<file path="config.mk">
export PLATFORM = sky130hd
export DESIGN_NAME = tcc_ctrl
export DESIGN_NICKNAME = d
export VERILOG_FILES = /design/src/logic/tcc_pkg.sv /design/src/logic/tcc_ctrl.sv
export SDC_FILE = /design/constraint.sdc
export NUM_CORES = 1
export LEC_CHECK = 0
export ABC_AREA = 0
export BUFFER_PORTS_ARGS = -buffer_cell sky130_fd_sc_hd__buf_2
export CAP_MARGIN = 20
export CORE_MARGIN = 2
export CORE_UTILIZATION = 60
export DETAILED_ROUTE_END_ITERATION = 8
export PLACE_DENSITY = 0.89
export SLEW_MARGIN = 0
export SYNTH_ARGS = -nofsm -noshare
export SYNTH_HDL_FRONTEND = slang
export SYNTH_SLANG_ARGS = --single-unit
export TNS_END_PERCENT = 1
</file>
<file path="constraint.sdc">
create_clock -name clk -period 8.25 [get_ports clk]
set_input_delay 0 -clock clk [delete_from_list [all_inputs] [get_ports clk]]
set_output_delay 0 -clock clk [all_outputs]
set_load 0.01 [all_outputs]
</file>
<file path="src/logic/tcc_pkg.sv">
// constants and types shared by the tape controller clear and interrupt block
package tcc_pkg;
    // register byte offsets on the wishbone slave
    localparam logic [5:0] OFS_CS1 = 6'h00;
    localparam logic [5:0] OFS_CS2 = 6'h04;
    localparam logic [5:0] OFS_CS3 = 6'h08;
    localparam logic [5:0] OFS_BA = 6'h0c;
    localparam logic [5:0] OFS_BAE = 6'h10;
    localparam logic [5:0] OFS_DS = 6'h14;
    localparam logic [5:0] OFS_ER = 6'h18;
    localparam logic [5:0] OFS_AS = 6'h1c;
    localparam logic [5:0] OFS_DB = 6'h20;
    // control_status_one fields
    localparam int CS1_SC = 15;
    localparam int CS1_TRE = 14;
    localparam int CS1_MCPE = 13;
    localparam int CS1_RDY = 7;
    localparam int CS1_IE = 6;
    localparam int CS1_GO = 0;
    // control_status_two fields
    localparam int CS2_CLR = 5;
    localparam int CS2_BAI = 3;
    localparam int CS2_PAT = 4;
    // control_status_three fields
    localparam int CS3_IE = 6;
    localparam int CS3_DBL = 4;
    // drive status fields
    localparam int DS_ATA = 15;
    localparam int DS_ERR = 14;
    localparam int DS_DRY = 7;
    localparam int DS_SSC = 6;
    localparam int DS_GO = 0;
    // function codes, bits 5:1 of control_status_one, then error and reset constants
    localparam logic [4:0] FN_DRIVE_CLEAR = 5'h04;
    localparam logic [4:0] FN_FIRST_XFER = 5'h14;
    localparam logic [7:0] CS2_ERR_MXF = 8'h02;
    localparam logic [15:0] ER_DEFAULT_BIT = 16'h0001;
    localparam logic [15:0] RST_WORD = 16'h0000;
    localparam logic [7:0] RST_DRY = 8'hff;

    typedef enum logic [1:0] {
        TCC_IDLE,
        TCC_XFER,
        TCC_WAIT_GAP
    } tcc_xfer_t;
endpackage

</file>
<file path="src/logic/tcc_ctrl.sv">
// clear, interrupt and transfer termination logic of the tape controller
`timescale 1ns/1ps
`default_nettype none
module tcc_ctrl
    import tcc_pkg::*;
(
    // clock and reset
    input wire logic clk,
    input wire logic rst,
    // wishbone classic slave
    input wire logic cyc_i,
    input wire logic stb_i,
    input wire logic we_i,
    input wire logic [5:0] adr_i,
    input wire logic [3:0] sel_i,
    input wire logic [31:0] dat_i,
    output logic [31:0] dat_o,
    output logic ack_o,
    // host bus reset and interrupt
    input wire logic bus_init,
    input wire logic irq_ack,
    output logic irq,
    // transfer engine and drive events; all but the drive error bits are one-cycle pulses
    input wire logic gap_seen,
    input wire logic [7:0] ctl_err_set,
    input wire logic par_err_set,
    input wire logic [4:0] cs3_err_set,
    input wire logic drv_err_set,
    input wire logic [15:0] drv_err_bits,
    input wire logic [7:0] drv_attn_set,
    // drive bus and transfer status
    output logic drive_bus_init,
    output logic xfer_active
);
    typedef struct packed {
        logic ack;
        logic [31:0] rdata;
        tcc_xfer_t xs;
        logic transfer_error_flag;
        logic mcpe;
        logic rdy;
        logic ie;
        logic [7:0] cs2_err;
        logic [4:0] cs3_err;
        logic [2:0] unit;
        logic address_increment_inhibit;
        logic parity_test_bit;
        logic [3:0] parity_check_invert;
        logic double_buffer_bit;
        logic [15:0] ba;
        logic [5:0] bae;
        logic [15:0] db;
        logic db_full;
        logic [7:0] go;
        logic [7:0] attention_active_flag;
        logic [7:0] err;
        logic [7:0] slave_status_change;
        logic [7:0] drive_ready_flag;
        logic [7:0][4:0] fn;
        logic [7:0][15:0] er;
        logic rdy_prev;
        logic sc_prev;
        logic irq;
        logic init;
    } tcc_state_t;

    tcc_state_t s_q;
    tcc_state_t s_d;

    // byte-lane merge of a 16-bit register
    function automatic logic [15:0] merge16(input logic [15:0] old, input logic [31:0] wd,
                                            input logic [3:0] sel);
        merge16 = {sel[1] ? wd[15:8] : old[15:8], sel[0] ? wd[7:0] : old[7:0]};
    endfunction

    logic req;
    logic wr;
    logic sc;
    logic [15:0] cs1_w;
    logic [15:0] cs2_w;
    logic [15:0] cs3_w;
    logic [15:0] as_w;
    logic [15:0] rd16;

    assign req = cyc_i && stb_i;
    // write acts on the edge that samples ack high
    assign wr = req && we_i && s_q.ack;
    assign sc = s_q.transfer_error_flag || (|s_q.attention_active_flag);
    assign cs1_w = merge16(rd_cs1(s_q, sc), dat_i, sel_i);
    assign cs2_w = merge16({s_q.cs2_err, 2'h0, 1'b0, s_q.parity_test_bit, s_q.address_increment_inhibit, s_q.unit}, dat_i, sel_i);
    assign cs3_w = merge16({s_q.cs3_err, 4'h0, s_q.ie, 1'b0, s_q.double_buffer_bit, s_q.parity_check_invert}, dat_i, sel_i);
    assign as_w = merge16(16'h0000, dat_i, sel_i);

    // status one image, ready and special are live
    function automatic logic [15:0] rd_cs1(input tcc_state_t s, input logic scv);
        rd_cs1 = {scv, s.transfer_error_flag, s.mcpe, 5'h00, s.rdy, s.ie, s.fn[s.unit], s.go[s.unit]};
    endfunction

    // read mux for the register map; unmapped reads give zero
    always_comb begin
        rd16 = 16'h0000;
        case (adr_i)
            OFS_CS1: rd16 = rd_cs1(s_q, sc);
            OFS_CS2: rd16 = {s_q.cs2_err, 2'h0, 1'b0, s_q.parity_test_bit, s_q.address_increment_inhibit, s_q.unit};
            OFS_CS3: rd16 = {s_q.cs3_err, 4'h0, s_q.ie, 1'b0, s_q.double_buffer_bit, s_q.parity_check_invert};
            OFS_BA: rd16 = s_q.ba;
            OFS_BAE: rd16 = {10'h000, s_q.bae};
            OFS_DS: begin
                rd16[DS_ATA] = s_q.attention_active_flag[s_q.unit];
                rd16[DS_ERR] = s_q.err[s_q.unit];
                rd16[DS_DRY] = s_q.drive_ready_flag[s_q.unit];
                rd16[DS_SSC] = s_q.slave_status_change[s_q.unit];
                rd16[DS_GO] = s_q.go[s_q.unit];
            end
            OFS_ER: rd16 = s_q.er[s_q.unit];
            OFS_AS: rd16 = {8'h00, s_q.attention_active_flag};
            OFS_DB: rd16 = s_q.db;
            default: rd16 = 16'h0000;
        endcase
    end

    // next-state logic for bus, clears, drives, transfer and interrupt
    always_comb begin
        logic ctl_clear;
        logic err_clear;
        logic dclr;
        logic xgo;
        logic any_err;
        logic irq_set;
        ctl_clear = 1'b0;
        err_clear = 1'b0;
        dclr = 1'b0;
        xgo = 1'b0;
        any_err = 1'b0;
        irq_set = 1'b0;
        s_d = s_q;
        s_d.init = 1'b0;
        // single-wait-state slave: ack one cycle after the request, then drop
        s_d.ack = req && !s_q.ack;
        if (req && !s_q.ack) begin
            s_d.rdata = {16'h0000, rd16};
        end
        // decode register writes
        if (wr) begin
            case (adr_i)
                OFS_CS1: begin
                    s_d.ie = cs1_w[CS1_IE];
                    if (cs1_w[CS1_TRE]) begin
                        err_clear = 1'b1;
                    end
                    // enable and ready written as ones together interrupt while the controller is ready
                    if (cs1_w[CS1_IE] && cs1_w[CS1_RDY] && s_q.rdy) begin
                        irq_set = 1'b1;
                    end
                    if (cs1_w[CS1_GO]) begin
                        if (cs1_w[5:1] == FN_DRIVE_CLEAR) begin
                            dclr = 1'b1;
                        end else if (cs1_w[5:1] >= FN_FIRST_XFER && s_q.rdy) begin
                            xgo = 1'b1;
                        end else if (!s_q.err[s_q.unit]) begin
                            s_d.fn[s_q.unit] = cs1_w[5:1];
                        end
                    end
                end
                OFS_CS2: begin
                    s_d.unit = cs2_w[2:0];
                    s_d.address_increment_inhibit = cs2_w[CS2_BAI];
                    s_d.parity_test_bit = cs2_w[CS2_PAT];
                    ctl_clear = cs2_w[CS2_CLR];
                end
                // enable alias here never interrupts at once
                OFS_CS3: begin
                    s_d.ie = cs3_w[CS3_IE];
                    s_d.double_buffer_bit = cs3_w[CS3_DBL];
                    s_d.parity_check_invert = cs3_w[3:0];
                end
                OFS_BA: s_d.ba = merge16(s_q.ba, dat_i, sel_i);
                OFS_BAE: s_d.bae = sel_i[0] ? dat_i[5:0] : s_q.bae;
                OFS_AS: s_d.attention_active_flag = s_q.attention_active_flag & ~as_w[7:0];
                OFS_DB: begin
                    s_d.db = merge16(s_q.db, dat_i, sel_i);
                    s_d.db_full = 1'b1;
                end
                default: s_d.db_full = s_q.db_full;
            endcase
        end
        // start, clear and bus reset drop controller errors too; error events still win
        err_clear = err_clear || xgo || ctl_clear || bus_init;
        if (err_clear) begin
            s_d.cs2_err = 8'h00;
            s_d.transfer_error_flag = 1'b0;
            s_d.mcpe = 1'b0;
            s_d.cs3_err = 5'h00;
        end
        // data transfer start: clear errors and buffer, drop both readies, or flag CS2_ERR_MXF if the selected drive has an error
        if (xgo) begin
            s_d.db_full = 1'b0;
            if (s_q.err[s_q.unit]) begin
                s_d.cs2_err = CS2_ERR_MXF;
                s_d.transfer_error_flag = 1'b1;
            end else begin
                s_d.fn[s_q.unit] = cs1_w[5:1];
                s_d.go[s_q.unit] = 1'b1;
                s_d.drive_ready_flag[s_q.unit] = 1'b0;
                s_d.rdy = 1'b0;
                s_d.xs = TCC_XFER;
            end
        end
        // controller errors: flag, stop at once, ready waits for the gap
        any_err = (|ctl_err_set) || par_err_set || (|cs3_err_set);
        s_d.cs2_err = s_d.cs2_err | ctl_err_set;
        s_d.mcpe = s_d.mcpe | par_err_set;
        s_d.cs3_err = s_d.cs3_err | cs3_err_set;
        if (any_err) begin
            s_d.transfer_error_flag = 1'b1;
            if (s_q.xs == TCC_XFER) begin
                s_d.xs = TCC_WAIT_GAP;
            end
        end
        // inter-record gap ends the transfer normally or after an error
        if (gap_seen && s_q.xs != TCC_IDLE) begin
            s_d.rdy = 1'b1;
            s_d.drive_ready_flag[s_q.unit] = 1'b1;
            s_d.go[s_q.unit] = 1'b0;
            s_d.xs = TCC_IDLE;
        end
        // drive error on the selected drive
        if (drv_err_set) begin
            s_d.err[s_q.unit] = 1'b1;
            s_d.er[s_q.unit] = s_q.er[s_q.unit] | drv_err_bits |
                ((drv_err_bits == 16'h0000) ? ER_DEFAULT_BIT : 16'h0000);
            s_d.transfer_error_flag = 1'b1;
            s_d.rdy = 1'b1;
            s_d.drive_ready_flag[s_q.unit] = 1'b1;
            s_d.attention_active_flag[s_q.unit] = 1'b1;
            s_d.go[s_q.unit] = 1'b0;
            s_d.xs = TCC_IDLE;
        end
        s_d.attention_active_flag = s_d.attention_active_flag | drv_attn_set;
        // drive clear resets the selected drive and ends any running transfer, never transfer error
        if (dclr) begin
            s_d.go[s_q.unit] = 1'b0;
            s_d.attention_active_flag[s_q.unit] = 1'b0;
            s_d.err[s_q.unit] = 1'b0;
            s_d.er[s_q.unit] = 16'h0000;
            s_d.fn[s_q.unit] = 5'h00;
            s_d.slave_status_change[s_q.unit] = 1'b0;
            s_d.drive_ready_flag[s_q.unit] = 1'b1;
            if (s_q.xs != TCC_IDLE) begin
                s_d.rdy = 1'b1;
                s_d.xs = TCC_IDLE;
            end
        end
        // controller clear or bus reset: abort everything, ready at once
        if (ctl_clear || bus_init) begin
            s_d.db_full = 1'b0;
            s_d.ba = 16'h0000;
            s_d.bae = 6'h00;
            s_d.unit = 3'h0;
            s_d.ie = 1'b0;
            s_d.address_increment_inhibit = 1'b0;
            s_d.parity_test_bit = 1'b0;
            s_d.parity_check_invert = 4'h0;
            s_d.double_buffer_bit = 1'b0;
            s_d.init = 1'b1;
            s_d.go = 8'h00;
            s_d.attention_active_flag = 8'h00;
            s_d.err = 8'h00;
            s_d.slave_status_change = 8'h00;
            s_d.fn = '0;
            s_d.er = '0;
            s_d.drive_ready_flag = RST_DRY;
            s_d.rdy = 1'b1;
            s_d.xs = TCC_IDLE;
        end
        // edges of registered flags feed the interrupt
        s_d.rdy_prev = s_q.rdy;
        s_d.sc_prev = sc;
        if (s_q.rdy && !s_q.rdy_prev && s_q.ie) begin
            irq_set = 1'b1;
        end
        if (sc && !s_q.sc_prev && s_q.rdy && s_q.ie) begin
            irq_set = 1'b1;
        end
        // request held until acknowledged, a new request wins over the ack
        if (irq_ack) begin
            s_d.irq = 1'b0;
        end
        if (irq_set) begin
            s_d.irq = 1'b1;
        end
    end

    // single state register; ready and drive readies come up set
    always_ff @(posedge clk) begin
        if (rst) begin
            s_q <= '0;
            s_q.rdy <= 1'b1;
            s_q.rdy_prev <= 1'b1;
            s_q.drive_ready_flag <= RST_DRY;
        end else begin
            s_q <= s_d;
        end
    end

    assign dat_o = s_q.rdata;
    assign ack_o = s_q.ack;
    assign irq = s_q.irq;
    assign drive_bus_init = s_q.init;
    assign xfer_active = (s_q.xs == TCC_XFER);
    logic dclr_chk;
    assign dclr_chk = cs1_w[CS1_GO] && cs1_w[5:1] == FN_DRIVE_CLEAR;

    // checks
    clr_errs_a: assert property (@(posedge clk) disable iff (rst)
        wr && adr_i == OFS_CS2 && cs2_w[CS2_CLR] |=> s_q.cs2_err == 8'h00 || $past(|ctl_err_set))
        else $error("clear left controller errors");
    clr_init_a: assert property (@(posedge clk) disable iff (rst)
        (wr && adr_i == OFS_CS2 && cs2_w[CS2_CLR]) || bus_init |=> drive_bus_init && s_q.rdy)
        else $error("clear did not pulse drive init");
    clr_buf_a: assert property (@(posedge clk) disable iff (rst)
        bus_init |=> !s_q.db_full && s_q.ba == 16'h0000 && !s_q.ie)
        else $error("clear left buffer or address");
    tre_keep_a: assert property (@(posedge clk) disable iff (rst)
        wr && adr_i == OFS_CS1 && cs1_w[CS1_TRE] && !bus_init && !dclr_chk
        |=> s_q.err == $past(s_q.err) || $past(drv_err_set))
        else $error("error clear touched drive error");
    rdy_irq_a: assert property (@(posedge clk) disable iff (rst)
        s_q.rdy && !s_q.rdy_prev && s_q.ie |=> irq)
        else $error("no interrupt on ready");
    irq_hold_a: assert property (@(posedge clk) disable iff (rst)
        irq && !irq_ack |=> irq)
        else $error("interrupt dropped before ack");
    err_stop_a: assert property (@(posedge clk) disable iff (rst)
        xfer_active && (|ctl_err_set) && !gap_seen && !drv_err_set && !bus_init && !wr
        |=> !xfer_active && !s_q.rdy && s_q.transfer_error_flag)
        else $error("error did not stop transfer");
    drv_err_a: assert property (@(posedge clk) disable iff (rst)
        drv_err_set && !bus_init && !wr |=> s_q.transfer_error_flag && s_q.rdy && sc && s_q.err[s_q.unit])
        else $error("drive error flags missing");
    sc_def_a: assert property (@(posedge clk) disable iff (rst)
        s_q.transfer_error_flag && adr_i == OFS_CS1 |-> rd16[CS1_SC])
        else $error("special conditions missing");
endmodule
`default_nettype wire

</file>
==> results.ini <==
[run_status]
run_status = complete, no violations

[timing]
worst_pin_slew_ns = 1.16
max-slew-margin-rel_pct = 22.0
period_share_pct = 54.5
rsz0062_at_grt = false
hold_viol = 0
setup_viol = 0
finalSetupTns_ns = 0
setup_slack_ns = 3.75
clock.fmax_ghz = 0.222
timing.hold.ws_ns = 0.0759
layout_min_cycle_time_ns = 4.50
maxSlewViolCount = 0
fin_skew_ns = 0.0123

[place]
placed_area_sq_um = 13300
io_buffers = 90
post-place-ws_ns = 4.00
dp.cells = 1736
hpwl_microns = 25700
gp_congestion = 0.923

[layout]
nFillCells = 1571
nets = 1652
syn_to_final_growth_pct = 14.5
multi_input_area_sq_um = 6340
instances_no_fill = 1863
final_core_util_pct = 69.3
ff_latch_area_sq_um = 5930
diodes = 0
final_cell_area_sq_um = 15000
drive_gt1_share_pct = 13.6

[drt]
vias_per_cell = 6.80
ant_nets = 0
first_pass_iters = 9
vias = 12700
drt-wirelength-per-cell_microns = 23.4
drt-total-wl_microns = 43600
drc = 0
drt_iter0_drc = 1521

[power]
intPower_mw = 2.22
p_total_mw = 2.92
leakage_nw = 5.11
switching_share_pct = 24.1
p_sw_mw = 0.703
power_density_nw_per_um2 = 195
p_clk_share_pct = 43.5
seqPwrFrac_pct = 49.8
ir_drop_uv = 158
comb_power_share_pct = 6.8

[critical_path]
critical_path_required_ns = 8.66
cp_slowest_cell = dfxtp_1
crit_fanout = 23
cp-start-kind = flop
crit_type = reg -> reg
arrival_ns = 4.90
worst_path_dominant_cell_family = simple AND/OR/NAND/NOR gates
path_cells = inv_2 -> mux4_2 -> mux2i_1 -> or2_4 -> or3_1 -> o31ai_4 -> buf_4 -> a211oi_1
critPathCaptureType = flop
crit_buf_inv = 2
crit_path_max_incr_delay_ns = 1.00

[clock_tree]
clk_pin_slew_ns = 0.06
cts_tree = yes
htreeDepth = 1
insertion_delay_ns = 0.56
cts-buffers-inserted = 30
clock-root-buffer = clkbuf_16
clockBufferDepth = 3
post-cts-setup-buffer-count = 0
cts_sinks = 296

[synthesis]
synth_compound_area_share_pct = 25.2
ys.flop_type = dfxtp_1
synth_top_area_share_pct = 45.3
synth_edf_count = 0
ys_types = 60
synthAdderAreaFrac_pct = 0
synth-simple-area-share_pct = 16.4
synth-seq-area-share_pct = 45.3
ys_seq_elements = 296
synth_area_leader_cell = dfxtp_1
synth_cells = 1482
synthTopCellsByArea = dfxtp_1, a211oi_1, nor2_1
ys_warn_count = 0
synth_mux_area_share_pct = 6.16
synth_top_family_by_area = compound AO/OA/AOI/OAI gates
syn_area_sq_um = 13100
synthXorXnorAreaFrac_pct = 0
async_reset_ff_share_pct = 0
synth_area_per_cell_sq_um = 8.83

[floorplanning]
die_w_microns = 152
die-area_sq_um = 23000
die_h_microns = 152
core_area_sq_um = 21600
rows = 54
start_util_pct = 60.5
pin_count = 125

[global_route]
gr-total-overflow = 0
antenna_found_initial = 1
grtUsageTotal_pct = 37.6
grt_max_degree = 40
grt_first_pass_wirelength_microns = 67300
grt_pass1_vias = 12500

[job]
drv_cap = 0

[hold_path]
hold_class = in -> reg

cells in the mapped netlist (19+ instances only):
master / n
a21oi_1: 89
nand2_1: 106
nand3_1: 23
clkbuf_1: 87
buf_2: 20
a22oi_1: 77
a211oi_1: 149
o21ai_0: 40
dfxtp_1: 296
a22o_1: 21
nor2_1: 251
mux2i_1: 58
nand4_1: 19
buf_4: 33
power groups by stage:
stage | clock network [mW] | logic (mW) | registers (mW)
final | 1.27 | 0.198 | 1.45
after global routing | 1.33 | 0.207 | 1.45
after CTS | 1.27 | 0.185 | 1.45
after detailed placement | 0 | 0.158 | 1.48
after global placement | 0 | 0.154 | 1.48
after floorplan | 0 | 0.107 | 1.48
cell usage in the layout, fill, tap and decap left out, types with 13 or more instances in the layout:
cell type,n
dlygate4sd3_1,74
a22o_1,21
o21ai_0,40
a22oi_1,77
nand4_1,19
nand2_1,106
nor2_1,251
clkbuf_16,30
and2_1,17
mux2i_1,58
a211oi_1,149
dfxtp_1,296
nand3_1,23
buf_4,30
buf_2,91
inv_1,13
a21oi_1,89
conb_1,16
what timing repair did:
action | CTS | global route
endpoints found under the hold margin | 212 | 0
resized for setup | 0 | 0
hold buffers | 74 | 0
setup endpoints to repair | 0 | 0
worst register-to-register path, cell delays in order, from the launching register on:
cell      delay [ns]
dfxtp_1         1.00
inv_2           0.28
mux4_2          0.48
mux2i_1         0.30
or2_4           0.38
or3_1           0.70
o31ai_4         0.68
buf_4           0.42
a211oi_1        0.10
metal layers:
metal  up-vias  wire length (microns)  track usage [%]
met4         2                   2610             22.2
li1       5507                      -                -
met1      5803                  15400             45.2
met5         -                     13                0
met2      1094                  19400             59.9
met3       257                   6140             10.9
worst paths after layout:
path | start | to | slack (ns) | depth (start not counted)
worst min-delay path | sel_i[0] | s_q[260] | 0.08 | 5
worst max register to register | s_q[260] | s_q[98] | 3.75 | 8
worst min register to register | s_q[186] | s_q[186] | 0.43 | 2
worst max-delay path | s_q[260] | s_q[98] | 3.75 | 8
registers in the layout, summed over array words and instances (netlist names):
name,flops
drive_bus_init,1
s_q,276
irq,1
ack_o,1
s_d,1
dat_o,16
kinds of logic after synthesis:
group / after synthesis
AO/OA/AOI/OAI: 451
other: 1
multiplexers: 74
buffers and inverters: 176
flip-flops: 296
AND/OR/NAND/NOR: 484
area by class of cell:
class / instances / area share [%]
multi-input combinational: 1025 / 42.3
timing repair buffer: 195 / 9.48
clock buffer: 45 / 5.65
sequential: 296 / 39.5
tap: 280 / 2.34
inverter: 15 / 0.376
clock inverter: 7 / 0.351
No activity file was read; power rests on OpenSTA's default activity.
